==> config.mk <==
export PLATFORM = sky130hd
export DESIGN_NAME = bpa_port
export DESIGN_NICKNAME = d
export VERILOG_FILES = /design/src/hdl/bpa_port.v
export VERILOG_INCLUDE_DIRS = /design/src /design/src/hdl
export SDC_FILE = /design/constraint.sdc
export NUM_CORES = 1
export LEC_CHECK = 0
export ABC_AREA = 1
export BUFFER_PORTS_ARGS = -buffer_cell sky130_fd_sc_hd__buf_2
export CORE_ASPECT_RATIO = 1.2
export CORE_MARGIN = 2
export CORE_UTILIZATION = 52
export DETAILED_ROUTE_END_ITERATION = 10
export GPL_TIMING_DRIVEN = 0
export PLACE_DENSITY = 0.88
export SETUP_SLACK_MARGIN = 0.05
export SLEW_MARGIN = 40
export SYNTH_ARGS = -nofsm -noshare
export SYNTH_HDL_FRONTEND = slang
export SYNTH_SLANG_ARGS = --single-unit
==> constraint.sdc <==
create_clock -name pclk -period 3.6 [get_ports pclk]
set_input_delay 0.54 -clock pclk [delete_from_list [all_inputs] [get_ports pclk]]
set_output_delay 0.54 -clock pclk [all_outputs]
set_load 0.01 [all_outputs]
==> src/hdl/bpa_defs.vh <==
// Register offsets, reset values and widths for the analog-select GPIO port
`ifndef BPA_DEFS_VH
`define BPA_DEFS_VH

`define BPA_ADDR_W        12
`define BPA_OFF_PORT_DATA 12'h000
`define BPA_OFF_DIRECTION 12'h004
`define BPA_OFF_LATCH     12'h008
`define BPA_OFF_ANALOG    12'h00C

`define BPA_RST_DIRECTION 8'hFF
`define BPA_RST_LATCH     8'h00
`define BPA_RST_ANALOG    8'hFF
`define BPA_ZERO_BYTE     8'h00
`define BPA_ZERO_WORD     32'h0000_0000
`define BPA_UPPER_ZERO    24'h00_0000

`define BPA_PIN_SIX       6

`endif

==> src/hdl/bpa_port.v <==
// Eight-pin bidirectional port with analog select, behind an APB slave
//
// Overview of operation
// RQ1 - Eight pins, each usable as digital input or driven digital output.
// RQ2 - Direction bit one turns the pin driver off, pin is an input.
// RQ3 - Direction bit zero enables the driver, pin shows the latch bit.
// RQ4 - Port data reads return pin levels; writes land in the output latch.
// RQ5 - Port data writes sample pins, modify addressed bits, store to latch.
// RQ6 - Direction bits still control drivers while a pin is analog.
// RQ7 - Software should keep analog pins set as inputs.
// RQ8 - Analog-selected pins read zero digitally and connect analog functions.
// RQ9 - Analog select never changes digital output driving.
// RQ10 - Every analog-select bit resets to analog.
// RQ11 - Software clears analog select before digital or peripheral input use.
// RQ12 - Highest-priority enabled output function controls a shared pin.
// RQ13 - Analog inputs connect only while the pin is in analog mode.
// RQ14 - Digital output functions drive analog-mode pins with same priority.
// RQ15 - Priority runs high to low, latch output always lowest.
// RQ16 - Pin six: regulator cap, crystal, clock out, LCD segment, latch.
// RQ17 - Register writes take effect on the edge completing the APB access.
`timescale 1ns/100ps
`include "bpa_defs.vh"

module bpa_port #(
    parameter WIDTH = 8
) (
    input  wire             pclk,
    input  wire             presetn,
    input  wire             psel,
    input  wire             penable,
    input  wire             pwrite,
    input  wire [11:0]      paddr,
    input  wire [31:0]      pwdata,
    input  wire [3:0]       pstrb,
    output reg  [31:0]      prdata,
    output reg              pready,
    output reg              pslverr,
    input  wire [WIDTH-1:0] pin_in,
    output reg  [WIDTH-1:0] pin_out,
    output reg  [WIDTH-1:0] pin_oe,
    input  wire [WIDTH-1:0] periph_out_en,
    input  wire [WIDTH-1:0] periph_out_val,
    input  wire             regulator_capacitor_en,
    input  wire             crystal_output_en,
    input  wire             crystal_output_val,
    input  wire             clock_output_pin_en,
    input  wire             clock_output_pin_val,
    input  wire             lcd_segment_one_en,
    input  wire             lcd_segment_one_val,
    output reg  [WIDTH-1:0] digital_in,
    output reg  [WIDTH-1:0] analog_connect
);

    // Synchroniser stages and software-visible state
    reg  [WIDTH-1:0] sync1_reg;
    reg  [WIDTH-1:0] sync2_reg;
    reg  [WIDTH-1:0] pin_direction_bits_reg;
    reg  [WIDTH-1:0] pin_direction_bits_next;
    reg  [WIDTH-1:0] output_data_latch_reg;
    reg  [WIDTH-1:0] output_data_latch_next;
    reg  [WIDTH-1:0] analog_select_bits_reg;
    reg  [WIDTH-1:0] analog_select_bits_next;
    reg  [WIDTH-1:0] rd_byte;
    reg              rd_hit;
    reg              pready_next;
    reg              pslverr_next;
    reg  [31:0]      prdata_next;
    wire [WIDTH-1:0] pin_out_next;
    wire [WIDTH-1:0] pin_oe_next;
    wire [WIDTH-1:0] port_pin_data;
    wire             setup_ph;
    wire             wr_done;
    wire             sel_port;
    wire             sel_dir;
    wire             sel_latch;
    wire             sel_analog;
    wire             lane0;

    // Address decode, shared by reads and writes
    assign sel_port   = (paddr == `BPA_OFF_PORT_DATA);
    assign sel_dir    = (paddr == `BPA_OFF_DIRECTION);
    assign sel_latch  = (paddr == `BPA_OFF_LATCH);
    assign sel_analog = (paddr == `BPA_OFF_ANALOG);
    assign lane0      = pstrb[0];

    // Setup phase starts the access; the write commits when it completes
    assign setup_ph = psel & ~penable;
    assign wr_done  = psel & penable & pready & pwrite & ~pslverr; // [RQ17]

    // First synchroniser stage: raw pin levels, may go metastable
    always @(posedge pclk or negedge presetn)
    begin
        if (!presetn)
            sync1_reg <= {WIDTH{1'b0}};
        else
            sync1_reg <= pin_in;
    end

    // Second stage: the only reader of the first
    always @(posedge pclk or negedge presetn)
    begin
        if (!presetn)
            sync2_reg <= {WIDTH{1'b0}};
        else
            sync2_reg <= sync1_reg;
    end

    // Digital view of the pins; analog pins read zero
    assign port_pin_data = sync2_reg & ~analog_select_bits_reg; // [RQ8] [RQ4]

    // Read decode; an unmapped offset answers with an error and zero data
    // so that a stray access cannot be mistaken for a register
    always @*
    begin
        rd_byte = {WIDTH{1'b0}};
        rd_hit  = 1'b1;
        if (sel_port)
            rd_byte = port_pin_data; // [RQ4]
        else if (sel_dir)
            rd_byte = pin_direction_bits_reg;
        else if (sel_latch)
            rd_byte = output_data_latch_reg;
        else if (sel_analog)
            rd_byte = analog_select_bits_reg;
        else
            rd_hit = 1'b0;
    end

    // Response for the next access cycle: ready follows every setup phase
    always @*
    begin
        pready_next  = 1'b0;
        pslverr_next = 1'b0;
        prdata_next  = `BPA_ZERO_WORD;
        if (setup_ph)
        begin
            pready_next  = 1'b1;
            pslverr_next = ~rd_hit;
            if (!pwrite)
                prdata_next = {`BPA_UPPER_ZERO, rd_byte};
        end
    end

    // Ready stands for exactly the one access cycle
    always @(posedge pclk or negedge presetn)
    begin
        if (!presetn)
            pready <= 1'b0;
        else
            pready <= pready_next;
    end

    // Error flag stands beside ready
    always @(posedge pclk or negedge presetn)
    begin
        if (!presetn)
            pslverr <= 1'b0;
        else
            pslverr <= pslverr_next;
    end

    // Read data is zero outside the access cycle
    always @(posedge pclk or negedge presetn)
    begin
        if (!presetn)
            prdata <= `BPA_ZERO_WORD;
        else
            prdata <= prdata_next;
    end

    // Direction write honours the low byte lane
    always @*
    begin
        pin_direction_bits_next = pin_direction_bits_reg;
        if (wr_done && lane0 && sel_dir)
            pin_direction_bits_next = pwdata[WIDTH-1:0];
    end

    // Analog-select write honours the low byte lane
    always @*
    begin
        analog_select_bits_next = analog_select_bits_reg;
        if (wr_done && lane0 && sel_analog)
            analog_select_bits_next = pwdata[WIDTH-1:0];
    end

    // Latch writes: direct through its own offset, read-modify-write
    // through the port data offset, where the pins are sampled first.
    // With the lane off the sampled pins are stored, so a pin held by an
    // outside source copies that level into the latch; a pin set analog stores zero.
    always @*
    begin
        output_data_latch_next = output_data_latch_reg;
        if (wr_done)
        begin
            if (sel_port)
            begin
                if (lane0)
                    output_data_latch_next = pwdata[WIDTH-1:0]; // [RQ5]
                else
                    output_data_latch_next = port_pin_data; // [RQ5]
            end
            else if (sel_latch && lane0)
                output_data_latch_next = pwdata[WIDTH-1:0];
        end
    end

    // Direction bits: all pins start as inputs
    always @(posedge pclk or negedge presetn)
    begin
        if (!presetn)
            pin_direction_bits_reg <= `BPA_RST_DIRECTION;
        else
            pin_direction_bits_reg <= pin_direction_bits_next; // [RQ17]
    end

    // Output latch
    always @(posedge pclk or negedge presetn)
    begin
        if (!presetn)
            output_data_latch_reg <= `BPA_RST_LATCH;
        else
            output_data_latch_reg <= output_data_latch_next; // [RQ17]
    end

    // Analog-select bits: every pin starts analog
    always @(posedge pclk or negedge presetn)
    begin
        if (!presetn)
            analog_select_bits_reg <= `BPA_RST_ANALOG; // [RQ10]
        else
            analog_select_bits_reg <= analog_select_bits_next; // [RQ17]
    end

    // Output priority per pin, highest first; the latch always comes last
    // and analog select takes no part, so analog pins still drive
    genvar g;
    generate
        for (g = 0; g < WIDTH; g = g + 1)
        begin : g_pin
            if (g == `BPA_PIN_SIX)
            begin : g_six
                // Pin six ignores the generic peripheral request
                reg six_oe;
                reg six_val;
                always @*
                begin
                    if (regulator_capacitor_en) // [RQ16]
                    begin
                        // Capacitor pin: driver stays off
                        six_oe  = 1'b0;
                        six_val = 1'b0;
                    end
                    else if (crystal_output_en) // [RQ16]
                    begin
                        six_oe  = 1'b1;
                        six_val = crystal_output_val;
                    end
                    else if (clock_output_pin_en) // [RQ16]
                    begin
                        six_oe  = 1'b1;
                        six_val = clock_output_pin_val;
                    end
                    else if (lcd_segment_one_en) // [RQ16] [RQ12]
                    begin
                        six_oe  = 1'b1;
                        six_val = lcd_segment_one_val;
                    end
                    else
                    begin
                        // Latch last [RQ15]
                        six_oe  = ~pin_direction_bits_reg[g]; // [RQ2] [RQ3]
                        six_val = output_data_latch_reg[g];
                    end
                end
                assign pin_oe_next[g]  = six_oe;
                assign pin_out_next[g] = six_val;
            end
            else
            begin : g_gen
                reg gen_oe;
                reg gen_val;
                always @*
                begin
                    if (periph_out_en[g]) // [RQ12] [RQ14]
                    begin
                        gen_oe  = 1'b1;
                        gen_val = periph_out_val[g];
                    end
                    else
                    begin
                        // Direction alone gates the driver [RQ6] [RQ9] [RQ15]
                        gen_oe  = ~pin_direction_bits_reg[g]; // [RQ2] [RQ3]
                        gen_val = output_data_latch_reg[g];
                    end
                end
                assign pin_oe_next[g]  = gen_oe;
                assign pin_out_next[g] = gen_val;
            end
        end
    endgenerate

    // Pin drive levels
    always @(posedge pclk or negedge presetn)
    begin
        if (!presetn)
            pin_out <= `BPA_ZERO_BYTE;
        else
            pin_out <= pin_out_next; // [RQ1]
    end

    // Pin driver enables, high while the port drives the pin
    always @(posedge pclk or negedge presetn)
    begin
        if (!presetn)
            pin_oe <= `BPA_ZERO_BYTE;
        else
            pin_oe <= pin_oe_next;
    end

    // Digital input view for peripherals, analog pins held at zero
    always @(posedge pclk or negedge presetn)
    begin
        if (!presetn)
            digital_in <= `BPA_ZERO_BYTE;
        else
            digital_in <= port_pin_data; // [RQ8]
    end

    // Analog input functions connect only on analog-selected pins
    always @(posedge pclk or negedge presetn)
    begin
        if (!presetn)
            analog_connect <= `BPA_ZERO_BYTE;
        else
            analog_connect <= analog_select_bits_reg; // [RQ13]
    end

endmodule

Yosys cells after proc, flatten, opt, wreduce, memory -nomap -nowiden
Index checks and enable logic that the tools add are counted.
{"block": "totals", "register_bits": 106, "in_bits": 84}
{"block": "classes", "n_eq_ne": 3, "mux": 37, "bitwise_logic": 18, "reduce_logical": 7}
{"op": "2-to-1 mux 8 bit", "count": 9}
{"op": "2-to-1 mux 1 bit", "count": 28}
{"op": "== test 12 x 4 -> 1 bit (second input constant)", "count": 2}
{"op": "== test 12 x 3 -> 1 bit (second input constant)", "count": 1}
{"op": "logical NOT 12 bit", "count": 1}
{"op": "inverter 1 bit", "count": 11}
{"op": "bitwise AND 8 bit", "count": 1}
{"op": "inverter 8 bit", "count": 1}
{"op": "bitwise AND 1 bit", "count": 5}
{"op": "logical AND 1 bit", "count": 4}
{"op": "AND reduction 2 bit", "count": 1}
{"op": "nonzero test 2 bit", "count": 1}

Longest topological paths before layout
Gate-level depths: netlist of the first run.
{"block": "logic_depth", "ltp_word": 7, "depth_mapped": 10, "mapped_depth_nobuf": 8}

Least setup slack after synthesis of the first run
Ideal clock, no wire load.
{"block": "synth_path", "path_type": "in2reg", "startpoint": "input port pstrb[0]", "endpoint": "register analog_select_bits_reg[0]", "arrival_time_ps": 1465, "path_slack_ps": 2059, "path_stages": 7, "path_cell_list": "buf_4 > inv_4 > nor3_4 > nand3_2 > buf_6 > nand2_1 > o21ai_2"}
{"block": "synth_via", "elab_chain_cells": 2}
{"item": "from (decl)", "line_no": "bpa_port.v:34", "rtl": "input wire [3:0] pstrb,"}
{"item": "logical AND 1 bit (2 in a row)", "line_no": "bpa_port.v:183", "rtl": "if (wr_done && lane0 && sel_analog)"}
{"item": "to (signal assigned)", "line_no": "bpa_port.v:230", "rtl": "analog_select_bits_reg <= `BPA_RST_ANALOG;"}
{"item": "to (signal assigned)", "line_no": "bpa_port.v:232", "rtl": "analog_select_bits_reg <= analog_select_bits_next;"}
{"item": "to (decl)", "line_no": "bpa_port.v:61", "rtl": "reg [WIDTH-1:0] analog_select_bits_reg;"}
Every way passes these cells.
A chain may end at the register's enable or synchronous reset.

Final worst setup path of the first run
{"block": "layout_path", "startpoint": "register pslverr", "endpoint": "register output_data_latch_reg[2]"}
{"block": "layout_via", "elab_chain_cells": 3}
{"item": "from (decl)", "line_no": "bpa_port.v:37", "rtl": "output reg pslverr,"}
{"item": "from (signal assigned)", "line_no": "bpa_port.v:159", "rtl": "pslverr <= pslverr_next;"}
{"item": "inverter 1 bit", "line_no": "bpa_port.v:88", "rtl": "assign wr_done = psel & penable & pready & pwrite & ~pslverr;"}
{"item": "bitwise AND 1 bit", "line_no": "bpa_port.v:88"}
{"item": "AND reduction 2 bit (no line)"}
{"item": "to (signal assigned)", "line_no": "bpa_port.v:221", "rtl": "output_data_latch_reg <= `BPA_RST_LATCH;"}
{"item": "to (signal assigned)", "line_no": "bpa_port.v:223", "rtl": "output_data_latch_reg <= output_data_latch_next;"}
{"item": "to (decl)", "line_no": "bpa_port.v:59", "rtl": "reg [WIDTH-1:0] output_data_latch_reg;"}
Every way passes these cells.

==> results of run 1 <==
-- worst max-delay path: stages (launching register included) --
cell	delay (ns)
sky130_fd_sc_hd__dfrtp_1	0.38
sky130_fd_sc_hd__inv_1	0.06
sky130_fd_sc_hd__nand2_1	0.10
sky130_fd_sc_hd__nor2_2	0.37
sky130_fd_sc_hd__nand3_1	0.35
sky130_fd_sc_hd__nand3_1	0.19
sky130_fd_sc_hd__nand2_1	0.06
-- metal layers --
layer	up-vias	global-route usage [%]
met2	126	44.38
met5	-	0
li1	1468	-
met4	0	11.44
met1	1403	29.49
met3	16	4.545
-- final timing paths --
path / endpoint / slack, ns
worst max-delay path: output_data_latch_reg[2]$_DFFE_PN0P_ / 1.98
worst min-delay path: analog_connect[3]$_DFF_PN0_ / 0.03
worst max register to register: output_data_latch_reg[2]$_DFFE_PN0P_ / 1.98
worst min register to register: sync2_reg[6]$_DFF_PN0_ / 0.35
max in group asynchronous: pin_direction_bits_reg[2]$_DFFE_PN1P_ / 2.96
min in group pclk: sync1_reg[4]$_DFF_PN0_ / 0.28
-- kinds of logic (layout without fill, tap and decap cells) --
group / count (synthesis) / after routing
DFF: 82 / 82
buffers and inverters: 65 / 177
other: 1 / 24
and+or+nand+nor: 215 / 215
AOI/OAI and AO/OA: 34 / 34
-- power by group through the flow --
stage | clock network [mW] | logic [mW] | registers [mW]
after global routing | 0.798 | 0.184 | 0.948
final | 0.751 | 0.164 | 0.946
after detailed placement | 0 | 0.162 | 0.964
after floorplan | 0 | 0.0758 | 0.970
after CTS | 0.760 | 0.163 | 0.947
after global placement | 0 | 0.155 | 0.963
-- cell type report --
cell class / count / area (sq um)
clock inverters: 4 / 73.82
repair buffers: 96 / 509.2
well taps: 87 / 108.9
fillers: 540 / 2243
inverters: 32 / 122.6
clock buffers: 12 / 155.1
flip-flops and latches: 82 / 2072
multi-input cells: 273 / 1272
plain buffers: 33 / 255.2
-- synthesized netlist by cell type --
cell type / n / area [sq um]
sky130_fd_sc_hd__a21boi_0: 4 / 30.03
sky130_fd_sc_hd__a21oi_1: 2 / 10.01
sky130_fd_sc_hd__a31oi_1: 1 / 6.260
sky130_fd_sc_hd__and2_4: 1 / 8.760
sky130_fd_sc_hd__buf_2: 3 / 15.01
sky130_fd_sc_hd__buf_4: 26 / 195.2
sky130_fd_sc_hd__buf_6: 4 / 45.04
sky130_fd_sc_hd__conb_1: 1 / 3.750
sky130_fd_sc_hd__dfrtp_1: 66 / 1652
sky130_fd_sc_hd__dfstp_2: 16 / 420.4
sky130_fd_sc_hd__inv_1: 29 / 108.9
sky130_fd_sc_hd__inv_2: 2 / 7.510
sky130_fd_sc_hd__inv_4: 1 / 6.260
sky130_fd_sc_hd__nand2_1: 114 / 427.9
sky130_fd_sc_hd__nand2_2: 2 / 12.51
sky130_fd_sc_hd__nand2_4: 3 / 33.78
sky130_fd_sc_hd__nand3_1: 51 / 255.2
sky130_fd_sc_hd__nand3_2: 2 / 20.02
sky130_fd_sc_hd__nor2_1: 34 / 127.6
sky130_fd_sc_hd__nor2_2: 2 / 12.51
sky130_fd_sc_hd__nor2_4: 4 / 45.04
sky130_fd_sc_hd__nor3_1: 1 / 5.000
sky130_fd_sc_hd__nor3_4: 1 / 16.27
sky130_fd_sc_hd__o21a_1: 1 / 7.510
sky130_fd_sc_hd__o21ai_0: 7 / 35.03
sky130_fd_sc_hd__o21ai_1: 10 / 50.05
sky130_fd_sc_hd__o21ai_2: 9 / 78.83
-- per-stage QoR --
step	worst slack (ns)	cell area, sq um	power (mW)
after detailed placement	1.661	4340	1.127
after global placement	1.455	4307	1.119
after CTS	1.981	4569	1.870
after floorplan	2.059	3722	1.046
final	1.978	4569	1.861
after global routing	1.789	4569	1.931
==> reports/metrics.yaml, run 1 <==
run_status: "complete, no violations"
postCtsHoldBufs: 0
cp_max_fo: 9
clkPwrFrac_pct: 40.4
hp-class: "input pin to asynchronous set/reset pin"
slew_headroom_pct: 59.58
postCtsResizedCells: 0
mostFrequentLayoutCells: "sky130_fd_sc_hd__nand2_1 (114), sky130_fd_sc_hd__buf_2 (97), sky130_fd_sc_hd__dfrtp_1 (66), sky130_fd_sc_hd__nand3_1 (51), sky130_fd_sc_hd__nor2_1 (34)"
power_switching_mw: 0.4257
crit_required_ns: 3.84
drt-wirelength-per-cell_microns: 14.40
fin_nets: 611
drive_above_1_share_pct: 35.15
floorplan.initialDensity_pct: 53.37
detail_route.vias_per_cell: 4.868
clock_sinks: 82
timing.hold.ws_ns: 0.02732
internal_power_mw: 1.435
power_density_nw_per_um2: 407.3
post_synth_mux_area_share_pct: 0
synth_simple_gate_area_share_pct: 26.53
worst-slew-pin-transition_ns: 0.6041
critical_path_class: "register to register"
io_pins: 150
skew_ns: 0.009575
clk_path_buf_depth: 2
number_of_distinct_library_cell_variants_in_the_gate_level_netlist_after_synthesis: 27
route.top_layer_used: "met4"
hold_violations: 0
cts_root_buffer: "sky130_fd_sc_hd__clkbuf_8"
grt_setup_unrepaired: "no"
most_common_cell_after_layout_fill_and_taps_aside: "sky130_fd_sc_hd__nand2_1"
chipWidth_microns: 80.34
grt_max_degree: 60
clk_latency_ns: 0.36
vdd_ir_drop_max_uv: 275.2
synth-xor-area-share_pct: 0
post_synthesis_cells: 397
power_frac_seq_pct: 50.9
syn2layout_area_growth_pct: 25.67
synth_seq_cells: 82
detailroute.wirelength.met3_microns: 694
diodes: 0
worstPathArrival_ns: 1.86
tritoncts_clock_tree: "done"
endpoint_kind: "register"
fmax_ghz: 0.6165
comb_power_share_pct: 8.8
post-cts-setup-buffer-count: 0
fin_setup_tns_ns: 0
final.min_clock_period_ns: 1.622
dr.pass1.iters: 5
finalCritPeriodShare_pct: 45.06
synth_compound_gate_area_share_pct: 5.988
route.vias.total: 3013
cts_made_buffers: 9
detailed_place_hpwl_microns: 6310
numPortBuffers: 95
startpoint: "pslverr$_DFF_PN0_"
postRouteWirelength_microns: 8915
first_pass_grt_wire_length_microns: 14230
globalRouteTotalUtil_pct: 25.08
place.gp.congestion: 0.9034
clk_pin_slew_worst_paths_ns: 0.08
core-area_sq_um: 6813
floorplan.rows: 33
syn-cell-area_sq_um: 3636
syn-mean-instance-area_sq_um: 9.159
postLayoutCoreUtil_pct: 67.07
report.final.setup_viol: 0
yosysSeqAreaShare_pct: 56.99
dpl.cell_count: 603
antenna_found_initial: 0
max_cap_violations: 0
number_of_global_route_vias_before_repair: 2974
final_antenna_net_count: 0
yosys.area_share.adder_pct: 0
chipHeight_microns: 95.60
drt_first_iter_violations: 201
number_of_levels_the_h_tree_was_split_into: 3
detailroute.wirelength.met2_microns: 4705
synth_warnings: 0
worstRegToRegCells: 6
swShare_pct: 22.87
cp-start-kind: "register"
dieArea_sq_um: 7680
cellLeakagePower_nw: 2.538
grt_overflow: 0
wirelength_met1_microns: 3336
reg2reg_from: "pslverr$_DFF_PN0_"
slew_viol_final: 0
combinational_family_with_the_most_area_after_synthesis: "simple AND/OR/NAND/NOR gates"
drc: 0
finalNonFillerCells: 619
Note: power is estimated with default switching activity, not from simulation.
==> run 2, diff against run 1 <==
--- a/config.mk
+++ b/config.mk
@@ -10,10 +10,10 @@
 export BUFFER_PORTS_ARGS = -buffer_cell sky130_fd_sc_hd__buf_2
 export CORE_ASPECT_RATIO = 1.2
 export CORE_MARGIN = 2
-export CORE_UTILIZATION = 52
+export CORE_UTILIZATION = 43
 export DETAILED_ROUTE_END_ITERATION = 10
 export GPL_TIMING_DRIVEN = 0
-export PLACE_DENSITY = 0.88
+export PLACE_DENSITY = 0.78
 export SETUP_SLACK_MARGIN = 0.05
 export SLEW_MARGIN = 40
 export SYNTH_ARGS = -nofsm -noshare
==> constraint.sdc (replaced) <==
create_clock -name pclk -period 1.48 [get_ports pclk]
set_input_delay 0.222 -clock pclk [delete_from_list [all_inputs] [get_ports pclk]]
set_output_delay 0.222 -clock pclk [all_outputs]
set_load 0.01 [all_outputs]
==> run 2 against run 1 <==
Compared with the run above:
- non-clock buffer count increased by 15
- total power increased by 130%
- final cell count is 6.8% higher
- clock skew up 0.0092 ns
- via count rose by 3.1%
- core utilization down 8.0 points
- sequential power increased by 140%
- cell area increased by 5.4%
- wire length grew 4.6%
- worst hold slack better by 0.019 ns
- global-route usage fell by 3.3 points
- clock-buffer cell count rose by 2
- critical endpoint is now pin_direction_bits_reg[7]$_DFFE_PN1P_
- largest cell class unchanged
==> reports/metrics.yaml, run 2 (same netlist as run 1, synthesis figures left out) <==
drc: 0
drt-wirelength-per-cell_microns: 14.11
first_pass_grt_wire_length_microns: 15080
multiInputGateArea_sq_um: 1363
totalPowerFinal_mw: 4.257
finalNonFillerCells: 661
critPathTopFamily: "simple AND/OR/NAND/NOR gates"
clk_latency_ns: 0.37
worst-slew-pin-transition_ns: 0.7093
vdd_ir_drop_max_uv: 525.0
cpPeakStageDelay_ns: 0.38
number_of_global_route_vias_before_repair: 3189
max_cap_violations: 0
worstRegToRegCells: 7
route.vias.total: 3105
postRouteWirelength_microns: 9325
core-area_sq_um: 8153
drt_first_iter_violations: 180
antenna_found_initial: 0
crit_required_ns: 1.77
n_fill_cell: 672
clk_path_buf_depth: 2
cts_root_buffer: "sky130_fd_sc_hd__clkbuf_8"
chipHeight_microns: 104.7
numPortBuffers: 95
final.min_clock_period_ns: 1.393
diodes: 0
startpoint: "pslverr$_DFF_PN0_"
preCtsSetupSlack_ns: -0.1915
worst_path_max_delay_cell: "sky130_fd_sc_hd__dfrtp_1"
cellLeakagePower_nw: 2.591
run_status: "complete, no violations"
clock_sinks: 82
dieArea_sq_um: 9210
dpl.cell_count: 630
globalRouteMet3Util_pct: 7.267
grt_setup_unrepaired: "yes"
r2r_end: "pin_direction_bits_reg[7]$_DFFE_PN1P_"
chipWidth_microns: 87.95
cts_made_buffers: 9
floorplan.rows: 36
endpoint_kind: "register"
dr.pass1.iters: 4
hp-class: "input pin to register"
finalCritPeriodShare_pct: 94.11
cp-endpoint: "pin_direction_bits_reg[7]$_DFFE_PN1P_"
tritoncts_clock_tree: "done"
fmax_ghz: 0.7179
mostFrequentLayoutCells: "sky130_fd_sc_hd__nand2_1 (111), sky130_fd_sc_hd__buf_2 (97), sky130_fd_sc_hd__dfrtp_1 (66), sky130_fd_sc_hd__nand3_1 (48), sky130_fd_sc_hd__nor2_1 (34)"
grt_overflow: 0
reg2reg_from: "pslverr$_DFF_PN0_"
grt_max_degree: 49
busiest_grt_layer: "met2"
crit_chain: "inv_1, nand2_2, nor3_4, buf_6, nand2_8, clkbuf_16, o21ai_2"
syn2layout_area_growth_pct: 32.48
gr-usage-met2_pct: 35.01
sequential_cell_area_sq_um: 2072
slew_viol_final: 0
cp_max_fo: 6
power_density_nw_per_um2: 883.8
critical_path_class: "register to register"
most_common_cell_after_layout_fill_and_taps_aside: "sky130_fd_sc_hd__nand2_1"
number_of_levels_the_h_tree_was_split_into: 3
met1_usage_pct: 26.24
critical_path_cell_count: 7
place.gp.congestion: 0.8763
final_antenna_net_count: 0
skew_ns: 0.01880
fin_nets: 626
slew_headroom_pct: 52.54
globalRouteTotalUtil_pct: 21.73
io_pins: 150
detail_route.vias_per_cell: 4.697
worst-r2r-setup-slack_ns: 0.09
detailed_place_hpwl_microns: 6358
setup_ws_ns: 0.08714
worstPathArrival_ns: 1.68
timing.critical_path.buf_inv: 3
cp-start-kind: "register"
hold_violations: 0
clk_pin_slew_worst_paths_ns: 0.09
report.final.setup_viol: 0
floorplan.initialDensity_pct: 44.60
drive_above_1_share_pct: 36.93
[run 2: cell types whose count changed in the layout (fill, tap and decap cells not counted), sizes merged]
cell,before,now
clkinv,2,1
clkinvlp,0,1
dlygate4sd3,0,10
bufinv,2,0
clkbuf,12,15
buf,129,133
[run 2: final cells by class]
class	instances	area share [%]
Tap cell	114	2.961
Buffer	33	5.377
Sequential cell	82	43.01
Inverter	32	2.545
Timing Repair Buffer	111	13.97
Clock buffer	14	3.584
Clock inverter	2	0.2597
Multi-Input combinational cell	273	28.29
[run 2: how the worst min path moves through the flow]
stage	cells past startpoint	startpoint	slack (ns)	endpoint
finish	2	penable	0.05	pready$_DFF_PN0_
detailed placement	1	presetn	0.19	pready$_DFF_PN0_
floorplan	0	presetn	-0.07	analog_connect[0]$_DFF_PN0_
global placement	1	pin_in[6]	0.33	sync1_reg[6]$_DFF_PN0_
global route	3	periph_out_val[1]	0.05	pin_out[1]$_DFF_PN0_
CTS	2	penable	0.02	pready$_DFF_PN0_
[run 2: through the flow]
| step | setup TNS [ns] | hold slack (ns) | area [sq um] | util, % |
|---|---|---|---|---|
| finish | 0 | 0.04589 | 4817 | 59.09 |
| global route | 0 | 0.04860 | 4817 | 59.09 |
| CTS | 0 | 0.02494 | 4677 | 57.37 |
| detailed placement | -4.305 | 0.1875 | 4367 | 53.56 |
| global placement | -28.52 | 0.3303 | 4340 | 53.24 |
| floorplan | 0 | -0.07359 | 3722 | - |
[run 2: routing by layer]
metal / share of wire [%] / vias to the layer above
li1: - / 1493
met1: 39 / 1453
met2: 51 / 144
met3: 7.7 / 15
met4: 1.7 / 0
met5: 0 / -
[run 2: report_power, final]
| part | switching [mW] | total, mW | internal [mW] |
|---|---|---|---|
| combinational | 0.251 | 0.426 | 0.175 |
| sequential | 0.0129 | 2.30 | 2.29 |
| clock | 0.783 | 1.53 | 0.747 |
| total | 1.05 | 4.26 | 3.21 |
[run 2: what timing repair did]
item,CTS,global route
pin swaps,1,3
endpoints found under the hold margin,50,0
endpoints found under the setup margin,16,24
buffers inserted,1,3
hold buffers,10,0
gates cloned,0,1
resized for setup,3,17
